`config.mk`:
```
export PLATFORM = sky130hd
export DESIGN_NAME = regulator_control_regs
export DESIGN_NICKNAME = d
export VERILOG_FILES = /design/src/rtl/regctl_pkg.sv /design/src/rtl/regctl_bus_if.sv /design/src/rtl/gpio_edge_watch.sv /design/src/rtl/regulator_control_regs.sv
export SDC_FILE = /design/constraint.sdc
export NUM_CORES = 1
export LEC_CHECK = 0
export BUFFER_PORTS_ARGS = -buffer_cell sky130_fd_sc_hd__clkbuf_2
export CAP_MARGIN = 25
export CORE_MARGIN = 4
export CORE_UTILIZATION = 30
export DETAILED_ROUTE_END_ITERATION = 8
export GPL_ROUTABILITY_DRIVEN = 0
export PLACE_DENSITY_LB_ADDON = 0.1
export SLEW_MARGIN = 0
export SYNTH_ARGS = -nofsm -noshare
export SYNTH_HDL_FRONTEND = slang
export SYNTH_SLANG_ARGS = --single-unit
export TNS_END_PERCENT = 20
```
`constraint.sdc`:
```
create_clock -name sys_clk -period 6.02 [get_ports sys_clk]
set_input_delay 1.204 -clock sys_clk [delete_from_list [all_inputs] [get_ports sys_clk]]
set_output_delay 1.204 -clock sys_clk [all_outputs]
set_load 0.02 [all_outputs]
```
`src/rtl/regctl_pkg.sv`:
```
// Purpose: shared constants for the regulator control register slice
// Assumes: 8-bit registers reached over a plain strobe port
// Notes:   offsets are byte addresses of the register slice
package regctl_pkg;
    localparam logic [7:0] ADDR_LINREG_TEN    = 8'h2f;
    localparam logic [7:0] ADDR_LINREG_ELEVEN = 8'h30;
    localparam logic [7:0] ADDR_VIBRATION     = 8'h31;
    localparam logic [7:0] ADDR_DVS_ONE       = 8'h32;

    // control register field positions
    localparam int SEQ_TARGET_BIT   = 7;
    localparam int VPIN_HI          = 6;
    localparam int VPIN_LO          = 5;
    localparam int VSEL_BIT         = 4;
    localparam int PD_OFF_BIT       = 3;
    localparam int EPIN_HI          = 2;
    localparam int EPIN_LO          = 1;
    localparam int ON_BIT           = 0;
    localparam int VIB_CODE_W       = 6;

    // reset values
    localparam logic [7:0] CTRL_RESET = 8'h00;
    localparam logic [7:0] VIB_RESET  = 8'h00;
    localparam logic [7:0] DVS_RESET  = 8'h00;
    localparam logic [7:0] RDATA_RESET    = 8'h00;
    localparam logic       BRAKE_RESET    = 1'b1;
    localparam logic       PULLDOWN_RESET = 1'b0;

    // pin selector codes
    localparam logic [1:0] PIN_SEL_NONE   = 2'h0;
    localparam logic [1:0] PIN_SEL_FIRST  = 2'h1;
    localparam logic [1:0] PIN_SEL_SECOND = 2'h2;
    localparam logic [1:0] PIN_SEL_THIRTEENTH = 2'h3;

    // vibration driver full scale in millivolts and step count
    localparam int VIB_FULL_SCALE_MV = 3000;
    localparam int VIB_STEPS         = 63;

    typedef enum logic [1:0] {GPIO_FIRST, GPIO_SECOND, GPIO_THIRTEENTH} gpio_idx_t;
endpackage

```
`src/rtl/regctl_bus_if.sv`:
```
// Purpose: pin edge bundle between the top and the pin watcher
// Assumes: one clock domain
// Notes:   carries synchronised pin edges back to the register bank
interface regctl_bus_if;
    logic [2:0] rise;
    logic [2:0] fall;
    modport watcher (output rise, output fall);
    modport bank    (input rise, input fall);
endinterface

```
`src/rtl/gpio_edge_watch.sv`:
```
// Purpose: synchronise three control pins and flag their edges
// Assumes: pins are asynchronous to sys_clk
// Notes:   rise/fall are one-cycle pulses
module gpio_edge_watch
    import regctl_pkg::*;
(
    input  wire logic        sys_clk,
    input  wire logic        resetn,
    input  wire logic [2:0]  pins,
    regctl_bus_if.watcher    ev
);
    logic [2:0] meta_reg;
    logic [2:0] sync_reg;
    logic [2:0] last_reg;
    logic [2:0] rise_reg;
    logic [2:0] fall_reg;

    always_ff @(posedge sys_clk)
    begin
        if (!resetn)
        begin
            meta_reg <= 3'h0;
            sync_reg <= 3'h0;
            last_reg <= 3'h0;
            rise_reg <= 3'h0;
            fall_reg <= 3'h0;
        end
        else
        begin
            meta_reg <= pins;
            sync_reg <= meta_reg;
            last_reg <= sync_reg;
            rise_reg <= sync_reg & ~last_reg;
            fall_reg <= ~sync_reg & last_reg;
        end
    end

    assign ev.rise = rise_reg;
    assign ev.fall = fall_reg;
endmodule

```
`src/rtl/regulator_control_regs.sv`:
```
// Purpose: control registers for two linear regulators, vibration level, ramped selects
// Assumes: 200 MHz sys_clk, synchronous active-low reset, strobe register port
// Notes:   pin inputs are asynchronous and pass two flip-flops first
//
// Summary of operation
// - top bit holds sequencer target; bit 0 is the live enable
// - voltage pin field nonzero: rising edge picks A, falling edge picks B
// - pin field 00 none, 01 first pin, 10 second pin, 11 thirteenth pin
// - software voltage bit: 0 setting A, 1 setting B, immediate
// - pull-down bit 0 connects pull-down while disabled and out of reset, 1 never
// - enable pin field nonzero: rising edge enables, falling edge disables
// - second regulator register identical, at next address
// - vibration code zero brakes: low side on, high side off
// - nonzero codes set average output linearly, 3 V over 63 steps
// - bits 7..5 select A/B ramped for third, second, first regulators
// - bits 4..0 select A/B ramped for five buck converters
module regulator_control_regs
    import regctl_pkg::*;
(
    input  wire logic        sys_clk,
    input  wire logic        resetn,
    input  wire logic [7:0]  addr,
    input  wire logic [7:0]  wdata,
    input  wire logic        wr_stb,
    input  wire logic        rd_stb,
    output logic      [7:0]  rdata,
    input  wire logic [2:0]  gpio_pins,
    output logic             reg_ten_enable,
    output logic             reg_ten_volt_b,
    output logic             reg_ten_pulldown,
    output logic             reg_eleven_enable,
    output logic             reg_eleven_volt_b,
    output logic             reg_eleven_pulldown,
    output logic             vib_brake,
    output logic      [5:0]  vib_drive_level,
    output logic      [7:0]  ramp_select_b
);
    // ****************************************************************
    // storage and decode
    // ****************************************************************
    logic [7:0] ten_reg;
    logic [7:0] ten_next;
    logic [7:0] eleven_reg;
    logic [7:0] eleven_next;
    logic [7:0] vib_reg;
    logic [7:0] vib_next;
    logic [7:0] dvs_reg;
    logic [7:0] dvs_next;
    logic [7:0] rdata_reg;
    logic [7:0] rdata_next;

    regctl_bus_if ev ();

    gpio_edge_watch u_watch
    (
        .sys_clk (sys_clk),
        .resetn  (resetn),
        .pins    (gpio_pins),
        .ev      (ev)
    );

    wire logic hit_ten    = wr_stb && (addr == ADDR_LINREG_TEN);
    wire logic hit_eleven = wr_stb && (addr == ADDR_LINREG_ELEVEN);
    wire logic hit_vib    = wr_stb && (addr == ADDR_VIBRATION);
    wire logic hit_dvs    = wr_stb && (addr == ADDR_DVS_ONE);

    function automatic logic pick_edge(input logic [1:0] sel, input logic [2:0] ev_bits);
        logic r;
        r = 1'b0;
        unique case (sel)
            PIN_SEL_NONE:       r = 1'b0;
            PIN_SEL_FIRST:      r = ev_bits[GPIO_FIRST];
            PIN_SEL_SECOND:     r = ev_bits[GPIO_SECOND];
            PIN_SEL_THIRTEENTH: r = ev_bits[GPIO_THIRTEENTH];
        endcase
        return r;
    endfunction

    // pin edges act on the live enable and the voltage select bits
    function automatic logic [7:0] apply_pins(input logic [7:0] cur,
                                              input logic [2:0] rise,
                                              input logic [2:0] fall);
        logic [7:0] r;
        r = cur;
        if (pick_edge(cur[EPIN_HI:EPIN_LO], rise))
            r[ON_BIT] = 1'b1;
        else if (pick_edge(cur[EPIN_HI:EPIN_LO], fall))
            r[ON_BIT] = 1'b0;
        if (pick_edge(cur[VPIN_HI:VPIN_LO], rise))
            r[VSEL_BIT] = 1'b0;
        else if (pick_edge(cur[VPIN_HI:VPIN_LO], fall))
            r[VSEL_BIT] = 1'b1;
        return r;
    endfunction

    function automatic logic pulldown_on(input logic [7:0] ctl);
        return ~ctl[ON_BIT] & ~ctl[PD_OFF_BIT];
    endfunction

    // ****************************************************************
    // next state
    // ****************************************************************
    // software write, then pin edges win
    assign ten_next = apply_pins(hit_ten ? wdata : ten_reg, ev.rise, ev.fall);
    assign eleven_next = apply_pins(hit_eleven ? wdata : eleven_reg, ev.rise, ev.fall);
    assign vib_next = hit_vib ? {2'h0, wdata[VIB_CODE_W-1:0]} : vib_reg;
    assign dvs_next = hit_dvs ? wdata : dvs_reg;

    always_comb
    begin
        rdata_next = 8'h00;
        if (rd_stb)
        begin
            unique case (addr)
                ADDR_LINREG_TEN:    rdata_next = ten_reg;
                ADDR_LINREG_ELEVEN: rdata_next = eleven_reg;
                ADDR_VIBRATION:     rdata_next = vib_reg;
                ADDR_DVS_ONE:       rdata_next = dvs_reg;
                default:            rdata_next = 8'h00;
            endcase
        end
    end

    always_ff @(posedge sys_clk)
    begin
        if (!resetn)
        begin
            ten_reg <= CTRL_RESET;
        end
        else
        begin
            ten_reg <= ten_next;
        end
    end

    always_ff @(posedge sys_clk)
    begin
        if (!resetn)
        begin
            eleven_reg <= CTRL_RESET;
        end
        else
        begin
            eleven_reg <= eleven_next;
        end
    end

    always_ff @(posedge sys_clk)
    begin
        if (!resetn)
        begin
            vib_reg <= VIB_RESET;
        end
        else
        begin
            vib_reg <= vib_next;
        end
    end

    always_ff @(posedge sys_clk)
    begin
        if (!resetn)
        begin
            dvs_reg <= DVS_RESET;
        end
        else
        begin
            dvs_reg <= dvs_next;
        end
    end

    // registered read data
    always_ff @(posedge sys_clk)
    begin
        if (!resetn)
        begin
            rdata_reg <= RDATA_RESET;
        end
        else
        begin
            rdata_reg <= rdata_next;
        end
    end

    // ****************************************************************
    // outputs
    // ****************************************************************
    wire logic       ten_enable_next      = ten_next[ON_BIT];
    wire logic       ten_volt_b_next      = ten_next[VSEL_BIT];
    wire logic       ten_pulldown_next    = pulldown_on(ten_next);
    wire logic       eleven_enable_next   = eleven_next[ON_BIT];
    wire logic       eleven_volt_b_next   = eleven_next[VSEL_BIT];
    wire logic       eleven_pulldown_next = pulldown_on(eleven_next);
    wire logic [5:0] vib_level_next       = vib_next[VIB_CODE_W-1:0];
    wire logic       brake_next           = (vib_level_next == 6'h00);

    logic       ten_enable_reg;
    logic       ten_volt_b_reg;
    logic       ten_pulldown_reg;
    logic       eleven_enable_reg;
    logic       eleven_volt_b_reg;
    logic       eleven_pulldown_reg;
    logic       brake_reg;
    logic [5:0] vib_level_reg;
    logic [7:0] ramp_reg;

    always_ff @(posedge sys_clk)
    begin
        if (!resetn)
        begin
            ten_enable_reg <= CTRL_RESET[ON_BIT];
        end
        else
        begin
            ten_enable_reg <= ten_enable_next;
        end
    end

    always_ff @(posedge sys_clk)
    begin
        if (!resetn)
        begin
            ten_volt_b_reg <= CTRL_RESET[VSEL_BIT];
        end
        else
        begin
            ten_volt_b_reg <= ten_volt_b_next;
        end
    end

    always_ff @(posedge sys_clk)
    begin
        if (!resetn)
        begin
            ten_pulldown_reg <= PULLDOWN_RESET;
        end
        else
        begin
            ten_pulldown_reg <= ten_pulldown_next;
        end
    end

    always_ff @(posedge sys_clk)
    begin
        if (!resetn)
        begin
            eleven_enable_reg <= CTRL_RESET[ON_BIT];
        end
        else
        begin
            eleven_enable_reg <= eleven_enable_next;
        end
    end

    always_ff @(posedge sys_clk)
    begin
        if (!resetn)
        begin
            eleven_volt_b_reg <= CTRL_RESET[VSEL_BIT];
        end
        else
        begin
            eleven_volt_b_reg <= eleven_volt_b_next;
        end
    end

    always_ff @(posedge sys_clk)
    begin
        if (!resetn)
        begin
            eleven_pulldown_reg <= PULLDOWN_RESET;
        end
        else
        begin
            eleven_pulldown_reg <= eleven_pulldown_next;
        end
    end

    always_ff @(posedge sys_clk)
    begin
        if (!resetn)
        begin
            brake_reg <= BRAKE_RESET;
        end
        else
        begin
            brake_reg <= brake_next;
        end
    end

    always_ff @(posedge sys_clk)
    begin
        if (!resetn)
        begin
            vib_level_reg <= VIB_RESET[VIB_CODE_W-1:0];
        end
        else
        begin
            vib_level_reg <= vib_level_next;
        end
    end

    always_ff @(posedge sys_clk)
    begin
        if (!resetn)
        begin
            ramp_reg <= DVS_RESET;
        end
        else
        begin
            ramp_reg <= dvs_next;
        end
    end

    assign rdata               = rdata_reg;
    assign reg_ten_enable      = ten_enable_reg;
    assign reg_ten_volt_b      = ten_volt_b_reg;
    assign reg_ten_pulldown    = ten_pulldown_reg;
    assign reg_eleven_enable   = eleven_enable_reg;
    assign reg_eleven_volt_b   = eleven_volt_b_reg;
    assign reg_eleven_pulldown = eleven_pulldown_reg;
    assign vib_brake           = brake_reg;
    assign vib_drive_level     = vib_level_reg;
    assign ramp_select_b       = ramp_reg;
endmodule

```
==> results of run 1 <==
## synthesized netlist by cell type, types with 2 or more instances
library cell / count
nor2b_1: 21
nor3b_1: 2
o31a_1: 2
o221ai_1: 2
o311ai_0: 2
o21ai_0: 4
and3b_1: 3
a21boi_0: 12
nand3_1: 15
nor2_1: 6
inv_1: 8
a222oi_1: 8
a21oi_1: 10
or4_1: 2
nand2b_1: 4
clkbuf_1: 14
nand2_1: 29
mux2i_1: 24
and2_1: 11
a31oi_1: 3
o221a_1: 2
dfxtp_1: 56
mux2_2: 5
nor4_1: 5
and3_1: 3
## critical path: cells and delay by family
family,cells,cell delay [ns]
compound gates,1,0.24
mux,1,0.49
buf+inv,1,0.12
simple gates,3,1.29
## stage by stage
stage                     area [um^2]  std cells  hold slack (ns)  setup slack [ns]  total power [mW]
after floorplan                  2580        274            0.384              3.23             0.407
after global placement           2920        416            0.392              2.68             0.426
after detailed placement         2920        416            0.399              2.59             0.426
after CTS                        3030        424            0.415              2.92             0.682
after global routing             3030        424            0.442              2.68             0.700
final                            3030        424            0.409              2.88             0.669
## per-layer routing
metal  up-vias  part of all wire (%)  global-route usage [%]
li1       1090                     -                       -
met1      1056                    47                    20.1
met2        81                    45                    23.3
met3        11                   6.2                    2.70
met4         0                   1.8                    4.97
met5         -                     0                       0
## report_power, final
| part | internal, mW | switching (mW) | total, mW |
|---|---|---|---|
| Clock | 0.126 | 0.126 | 0.252 |
| Combinational | 0.0158 | 0.0242 | 0.0400 |
| Sequential | 0.374 | 0.00264 | 0.377 |
| Total | 0.516 | 0.153 | 0.669 |
## kinds of logic (layout without fill, tap and decap cells)
kind of cell | Yosys count | after routing
multiplexers | 29 | 29
buffers and inverters | 23 | 68
flip-flops | 56 | 56
AND/OR/NAND/NOR | 113 | 113
AO/OA/AOI/OAI | 53 | 53
## area by class of cell
cell class | count | area (um^2) | share of cell area [%]
repair buffers | 52 | 263 | 8.67
flip-flops and latches | 56 | 1120 | 37.0
clock buffers | 6 | 72.6 | 2.39
well taps | 105 | 131 | 4.33
multi-input cells | 195 | 1380 | 45.4
inverters | 8 | 30.0 | 0.991
clock inverters | 2 | 38.8 | 1.28
## cell usage in the layout, fill, tap and decap left out, drive strengths merged, types with 2 or more instances in the layout
| cell | instances |
|---|---|
| clkbuf | 57 |
| dfxtp | 56 |
| o21ai | 4 |
| nand2 | 29 |
| nand3 | 16 |
| nor2b | 21 |
| a21oi | 10 |
| o311ai | 3 |
| and2 | 11 |
| or4 | 2 |
| o221ai | 2 |
| o221a | 3 |
| a31oi | 3 |
| nor4 | 5 |
| a21boi | 12 |
| nor3b | 2 |
| nor4b | 2 |
| and3b | 3 |
| or4b | 2 |
| and3 | 3 |
| mux2i | 24 |
| nor2 | 6 |
| inv | 9 |
| mux2 | 5 |
| a222oi | 8 |
| o31a | 2 |
| nand2b | 4 |
## worst paths after layout
kind	slack [ns]	to	cells past startpoint
min	0.41	u_watch.ev.rise[0]$_SDFF_PN0_	1
max reg2reg	4.42	eleven_reg[0]$_SDFF_PN0_	5
min reg2reg	0.41	u_watch.ev.rise[0]$_SDFF_PN0_	1
max	2.88	reg_ten_pulldown$_SDFF_PN0_	6
==> results.cfg, run 1 <==
[clocking]
postCtsHoldBufs = 0
cts_sinks = 56
post_cts_buffers = 0
clock_latency_ns = 0.31
htree_levels = 2
cts_tree = built
cts_buffers = 5
post_cts_resized = 0
clk_pin_slew_ns = 0.10
cts_root_buf = clkbuf_8
cts_buffer_depth = 2

[sta]
fmax_mhz = 319
tightest_slew_ns = 0.860
finalSetupTns_ns = 0
final-setup-viol-count = 0
fin_skew_ns = 0.00837
rsz0062_at_grt = false
fin_crit_ns = 3.14
hold_viol = 0
maxSlewHeadroom_pct = 42.5
drv_slew = 0
timing.final.crit_share_pct = 52.1

[worst_setup_path]
end_kind = register
cp_max_fo = 14
crit_slowest_cell = nand3_1
cpPeakStageDelay_ns = 0.64
reg2reg_from = u_watch.ev.fall[1]$_SDFF_PN0_
critical_path_arrival_ns = 3.34
crit_path_cell_trace = clkbuf_2 > nor4bb_1 > nand3_1 > mux2_2 > o221a_2 > and3_1
crit_type = input pin to register
cp.required_ns = 6.23
start_kind = input pin
startpoint = addr[1]

[logic_synthesis]
synth-async-reset-ratio_pct = 0
synth_top_family_by_area = simple AND/OR/NAND/NOR gates
ys.flop_type = dfxtp_1
synth_fa_ha_area_share_pct = 0
synth_edf_count = 0
synth_compound_area_share_pct = 15.8
synth_top_cell_by_area = dfxtp_1
yosys.area_share.simple_pct = 25.8
ys_types = 46
synth_top_cell_area_share_pct = 43.5
synth_xor_area_share_pct = 0
yosysWarnings = 0
synth_seq_cells = 56
synth_nets = 297
syn_area_um2 = 2580
synth.area.mux_share_pct = 11.5
netlist_top_cells_area = dfxtp_1 (43%), mux2i_1 (9.3%), nor2b_1 (5.1%)
synthCells = 274
synth.avg_cell_area_um2 = 9.41
seq_area_frac_synth_pct = 43.5

[final_layout]
syn2layout_area_growth_pct = 17.6
post_route_cells_drive_above_1_share_pct = 21.9
fill_cells = 865
diodes = 0
nNetsFinal = 341
fin_util_pct = 36.5

[global_route]
grt_pass1_wl_um = 11700
grt_antenna_before_repair = 0
grt_overflow = 0
grt_pass1_vias = 2166
grtUsageTotal_pct = 14.7
grt_max_degree = 47

[floorplan]
rows = 33
coreArea_um2 = 8300
initial_core_util_pct = 31.1
io_pins = 52
dieArea_um2 = 10100
die_w_um = 101
fp.dieH_um = 101

[drt]
first_iter_violations = 183
via_count = 2238
final_antenna_net_count = 0
wl_per_cell_um = 17.1
wirelength_um = 7270
via_per_inst = 5.28
drcViolationCount = 0
drt_pre_antenna_iters = 7

[min_path]
hp-class = register to register
hold_path_startpoint = u_watch.last_reg[0]$_SDFF_PN0_

[outcome]
status = completed

[placement]
io_buffers = 51
hpwlAfterDp_um = 5260

[power_and_ir_drop]
irDropWorstVdd_mv = 0.112
p_per_area_nw_per_um2 = 221
leakage_nw = 1.24

[run]
maxCapViolCount = 0
Note: power is estimated with default switching activity, not from simulation.
==> inputs of run 2 (changes only) <==
--- a/config.mk
+++ b/config.mk
@@ -5,6 +5,7 @@
 export SDC_FILE = /design/constraint.sdc
 export NUM_CORES = 1
 export LEC_CHECK = 0
+export ABC_AREA = 1
 export BUFFER_PORTS_ARGS = -buffer_cell sky130_fd_sc_hd__clkbuf_2
 export CAP_MARGIN = 25
 export CORE_MARGIN = 4
==> constraint.sdc (replaced) <==
create_clock -name sys_clk -period 3 [get_ports sys_clk]
set_input_delay 0.6 -clock sys_clk [delete_from_list [all_inputs] [get_ports sys_clk]]
set_output_delay 0.6 -clock sys_clk [all_outputs]
set_load 0.02 [all_outputs]
==> results.cfg, run 2 <==
[outcome]
status = completed

[clocking]
clock_latency_ns = 0.32
post_cts_resized = 0
cts_buffers = 5
clk_pin_slew_ns = 0.11
cts_sinks = 56
postCtsHoldBufs = 0
cts_root_buf = clkbuf_8
cts_buffer_depth = 2
cts_tree = built
htree_levels = 2
post_cts_buffers = 0

[final_layout]
fin_util_pct = 36.7
diodes = 0
fin_cells = 511
design_area_um2 = 3030
nNetsFinal = 428
post_route_cells_drive_above_1_share_pct = 24.9
syn2layout_area_growth_pct = 18.2
final_cell_mix = nand2_1 (91), dfxtp_1 (56), clkbuf_2 (51)
mostFrequentLayoutCell = nand2_1

[power_and_ir_drop]
leakage_nw = 1.44
irDropWorstVdd_mv = 0.221
p_int_mw = 0.970
switchingPower_mw = 0.337
power_frac_seq_pct = 57.8
combPwrFrac_pct = 6.2
clkPwrFrac_pct = 36.0
p_per_area_nw_per_um2 = 432
switching_share_pct = 25.8
totalPowerFinal_mw = 1.31

[logic_synthesis]
ys.flop_type = dfxtp_1
synth_top_cell_area_share_pct = 43.7
synth.most_common_cell = nand2_1
synth_top_cell_by_area = dfxtp_1
netlist_top_cells_area = dfxtp_1 (44%), nand2_1 (13%), nand3_1 (6.3%)
synth_nets = 375
synth_edf_count = 0
synth_seq_cells = 56
synthTopCellsByCount = nand2_1 (91), dfxtp_1 (56), inv_1 (40)
yosysWarnings = 0
synth.avg_cell_area_um2 = 7.28
seq_area_frac_synth_pct = 43.7
synthCells = 352
ys_types = 31
synth-async-reset-ratio_pct = 0
syn_area_um2 = 2560

[worst_setup_path]
reg2reg_from = eleven_reg[2]$_SDFF_PN0_
cp.required_ns = 3.26
cp_max_fo = 12
reg2reg_depth = 9
cpPeakStageDelay_ns = 0.21
start_kind = input pin
startpoint = addr[2]
worst_path_most_repeated_cell = nand2_1
crit_type = input pin to register
crit_family = simple AND/OR/NAND/NOR gates
end_kind = register
crit_end = eleven_reg[0]$_SDFF_PN0_
critical_path_arrival_ns = 2.00
path_buf_inv = 2
rrSetupSlack_ns = 1.94
crit_slowest_cell = nand3_2
path_depth = 12
reg2reg_to = eleven_reg[0]$_SDFF_PN0_
crit_path_cell_trace = clkbuf_2 > nor2_2 > nand2_2 > inv_2 > nand3_2 > nand2_1 > nand2_1 > nand3_1 > nand2_1 > nor2_2 > nor2_1 > nor2_1

[sta]
fin_crit_ns = 1.74
fmax_mhz = 576
final-setup-viol-count = 0
fin_skew_ns = 0.00913
tightest_slew_ns = 0.335
timing.final.crit_share_pct = 57.9
rsz0062_at_grt = false
hold_viol = 0
drv_slew = 0
whs_ns = 0.412
maxSlewHeadroom_pct = 77.7
postLayoutSetupSlackWorst_ns = 1.26
finalSetupTns_ns = 0

[floorplan]
die_w_um = 100
fp.dieH_um = 100
dieArea_um2 = 10100
coreArea_um2 = 8260
initial_core_util_pct = 31.0
io_pins = 52
rows = 33

[drt]
wirelength_um = 7030
first_iter_violations = 86
drcViolationCount = 0
final_antenna_net_count = 0
drt_pre_antenna_iters = 4
wl_per_cell_um = 13.8
via_per_inst = 4.60
via_count = 2351

[global_route]
grt_pass1_wl_um = 11700
grtUsageTotal_pct = 14.8
grt_use_met3_pct = 2.78
grt_max_degree = 27
grt_antenna_before_repair = 0
grt_pass1_vias = 2298
grt.busiest_layer = met2
grtUsageMet2_pct = 25.4
grt_overflow = 0
use_met1_pct = 18.8

[placement]
hpwlAfterDp_um = 5350
place_inst = 503
place_area_um2 = 2930
io_buffers = 51
dp_worst_setup_slack_ns = 0.917

[run]
maxCapViolCount = 0

[min_path]
hp-class = register to register
[run 2: changes by cell type in the layout (fill, tap and decap cells not counted), moves of 11 or more]
cell	before	now
nand2_1	29	91
inv_1	8	40
a21boi_0	12	0
mux2i_1	24	1
and2_1	11	0
nor2_1	6	27
nor2b_1	21	0
a21oi_1	10	30
nand3_1	15	32
[run 2: worst register-to-register path: stages, from the launching register on]
cell and delay (ns):
dfxtp_1 0.33, inv_1 0.05, nand2_1 0.07, nand2_2 0.09
inv_2 0.06, nand2_1 0.05, nor2_1 0.11, nor2_2 0.06
nor2_1 0.08, nor2_1 0.04
[run 2: power by group through the flow]
stage | clock network, mW | logic, mW | registers, mW
3_3_place_gp | 0 | 0.0815 | 0.773
3_5_place_dp | 0 | 0.0815 | 0.773
6_report | 0.471 | 0.0807 | 0.756
4_1_cts | 0.487 | 0.0818 | 0.756
2_1_floorplan | 0 | 0.0401 | 0.774
5_1_grt | 0.518 | 0.0907 | 0.757
[run 2: cells by family (layout without fill, tap and decap cells)]
logic type	count (synthesis)	in the layout	synth area share [%]
and+or+nand+nor	182	182	34.6
buffers and inverters	59	113	9.42
DFF	56	56	43.8
AOI/OAI and AO/OA	54	54	11.8
muxes	1	1	0.391
[run 2: worst min path at each step]
stage	slack, ns	start	cells past startpoint	end
after global routing	0.44	u_watch.last_reg[0]$_SDFF_PN0_	1	u_watch.ev.rise[0]$_SDFF_PN0_
after detailed placement	0.40	u_watch.last_reg[1]$_SDFF_PN0_	1	u_watch.ev.rise[1]$_SDFF_PN0_
after global placement	0.40	u_watch.meta_reg[0]$_SDFF_PN0_	2	u_watch.sync_reg[0]$_SDFF_PN0_
final	0.41	u_watch.last_reg[1]$_SDFF_PN0_	1	u_watch.ev.rise[1]$_SDFF_PN0_
after CTS	0.41	u_watch.last_reg[1]$_SDFF_PN0_	1	u_watch.ev.rise[1]$_SDFF_PN0_
after floorplan	0.39	u_watch.sync_reg[0]$_SDFF_PN0_	1	u_watch.ev.fall[0]$_SDFF_PN0_
[run 2: cell type report]
| type | count | area, um^2 |
|---|---|---|
| Clock buffer | 6 | 82.6 |
| Clock inverter | 2 | 18.8 |
| Fill cell | 930 | 5230 |
| Inverter | 50 | 189 |
| Multi-Input combinational cell | 237 | 1200 |
| Sequential cell | 56 | 1120 |
| Tap cell | 105 | 131 |
| Timing Repair Buffer | 55 | 285 |
[run 2: per-layer routing]
layer  wire length (um)  share of wire [%]
met4                 34               0.48
met1               3200                 46
met5                  0                  0
met3                398                5.7
met2               3400                 48
==> inputs of run 3 (changes only) <==
--- a/config.mk
+++ b/config.mk
@@ -5,7 +5,7 @@
 export SDC_FILE = /design/constraint.sdc
 export NUM_CORES = 1
 export LEC_CHECK = 0
-export ABC_AREA = 1
+export ABC_AREA = 0
 export BUFFER_PORTS_ARGS = -buffer_cell sky130_fd_sc_hd__clkbuf_2
 export CAP_MARGIN = 25
 export CORE_MARGIN = 4
==> constraint.sdc (replaced) <==
create_clock -name sys_clk -period 1.7 [get_ports sys_clk]
set_input_delay 0.34 -clock sys_clk [delete_from_list [all_inputs] [get_ports sys_clk]]
set_output_delay 0.34 -clock sys_clk [all_outputs]
set_load 0.02 [all_outputs]
==> results.cfg, run 3 (synthesis results as in run 1) <==
[min_path]
hp-class = input pin to register

[drt]
via_count = 2340
drcViolationCount = 0
wirelength_um = 7630
wl_per_cell_um = 16.3
first_iter_violations = 97
drt_pre_antenna_iters = 4
final_antenna_net_count = 0
via_per_inst = 5.01

[worst_setup_path]
cp_max_fo = 3
end_kind = register
crit_type = input pin to register
startpoint = addr[2]
crit_slowest_cell = or4b_4
reg2reg_from = ten_reg[1]$_SDFF_PN0_
reg2reg_depth = 5
reg2reg_to = reg_ten_pulldown$_SDFF_PN0_
path_buf_inv = 1
cp.required_ns = 1.90
start_kind = input pin
cpPeakStageDelay_ns = 0.58
critical_path_arrival_ns = 1.91
crit_family = simple AND/OR/NAND/NOR gates
crit_end = eleven_reg[0]$_SDFF_PN0_
rrSetupSlack_ns = 0.18
crit_path_cell_trace = clkbuf_2 > or4b_4 > nor3_4 > a311oi_1 > o221a_1 > o31a_1
path_depth = 6

[sta]
hold_viol = 0
whs_ns = 0.229
finalSetupTns_ns = -0.00614
rsz0062_at_grt = true
fin_skew_ns = 0.00572
maxSlewHeadroom_pct = 70.9
final-setup-viol-count = 1
fmax_mhz = 586
fin_crit_ns = 1.71
drv_slew = 0
timing.final.crit_share_pct = 100
tightest_slew_ns = 0.432
postLayoutSetupSlackWorst_ns = -0.00614

[final_layout]
syn2layout_area_growth_pct = 33.1
final_cell_mix = dfxtp_1 (56), clkbuf_2 (51), buf_4 (41)
diodes = 0
nNetsFinal = 384
multi_input_area_um2 = 1440
design_area_um2 = 3430
fin_util_pct = 41.3
fill_cells = 861
mostFrequentLayoutCell = dfxtp_1
fin_cells = 467
seq_area_um2 = 1120
post_route_cells_drive_above_1_share_pct = 33.1

[placement]
place_area_um2 = 3290
hpwlAfterDp_um = 5910
io_buffers = 51
dp_worst_setup_slack_ns = -0.333
place_inst = 459

[power_and_ir_drop]
irDropWorstVdd_mv = 0.455
combPwrFrac_pct = 8.4
clkPwrFrac_pct = 32.9
p_int_mw = 1.71
leakage_nw = 1.47
totalPowerFinal_mw = 2.28
switchingPower_mw = 0.565
switching_share_pct = 24.8
power_frac_seq_pct = 58.7
p_per_area_nw_per_um2 = 663

[clocking]
cts_root_buf = clkbuf_8
htree_levels = 2
cts_tree = built
post_cts_buffers = 0
cts_buffers = 5
clock_latency_ns = 0.31
postCtsHoldBufs = 0
cts_sinks = 56
clk_pin_slew_ns = 0.10
cts_buffer_depth = 2

[run]
maxCapViolCount = 0

[floorplan]
fp.dieH_um = 101
rows = 33
initial_core_util_pct = 31.1
die_w_um = 101
dieArea_um2 = 10100
coreArea_um2 = 8300
io_pins = 52

[outcome]
status = finished, violations left
violations = setup timing

[global_route]
grt_pass1_wl_um = 12300
grtUsageTotal_pct = 15.5
grt_max_degree = 23
grt_overflow = 0
grt_pass1_vias = 2300
grt_antenna_before_repair = 0
==> run 3: cell count changes in the layout (fill, tap and decap cells not counted), sizes merged, moves of 11 or more <==
cell    previous run  this run
buf                4        44
and2               0        11
inv               48         9
a21oi             31        10
nand2            101        29
nor2b              0        21
nor2              35         6
o21ai             17         4
mux2i              1        24
a21boi             0        12
nand3             38        16
==> run 3: how the worst min path moves through the flow <==
stage | startpoint | end | slack (ns) | depth (start not counted)
finish | gpio_pins[1] | u_watch.meta_reg[1]$_SDFF_PN0_ | 0.23 | 2
detailed placement | u_watch.last_reg[0]$_SDFF_PN0_ | u_watch.ev.rise[0]$_SDFF_PN0_ | 0.39 | 1
global placement | u_watch.last_reg[0]$_SDFF_PN0_ | u_watch.ev.rise[0]$_SDFF_PN0_ | 0.39 | 1
global route | gpio_pins[0] | u_watch.meta_reg[0]$_SDFF_PN0_ | 0.21 | 2
CTS | gpio_pins[1] | u_watch.meta_reg[1]$_SDFF_PN0_ | 0.22 | 2
floorplan | u_watch.last_reg[0]$_SDFF_PN0_ | u_watch.ev.rise[0]$_SDFF_PN0_ | 0.38 | 1
==> run 3: metal layers <==
metal	GRT usage (%)	wire [um]
met5	0	0
met3	2.56	273
met4	3.63	45
met2	25.3	3720
met1	21.3	3600
==> run 3: final cells by class <==
| type | instances | share of cell area (%) |
|---|---|---|
| tap | 105 | 3.83 |
| timing repair buffer | 95 | 17.9 |
| clock inverter | 3 | 0.620 |
| inverter | 8 | 0.876 |
| multi-input combinational | 195 | 42.1 |
| clock buffer | 5 | 2.01 |
| sequential | 56 | 32.7 |
==> run 3: power groups by stage <==
| stage | registers [mW] | logic [mW] | clock network, mW |
|---|---|---|---|
| after floorplan | 1.37 | 0.0767 | 0 |
| after global placement | 1.37 | 0.185 | 0 |
| after detailed placement | 1.37 | 0.185 | 0 |
| after CTS | 1.34 | 0.187 | 0.782 |
| after global routing | 1.34 | 0.209 | 0.834 |
| final | 1.33 | 0.191 | 0.749 |
==> run 3: repair_timing <==
action,CTS,global route
pin swaps,0,4
setup endpoints to repair,1,5
endpoints found under the hold margin,0,0
gates resized for setup,1,7
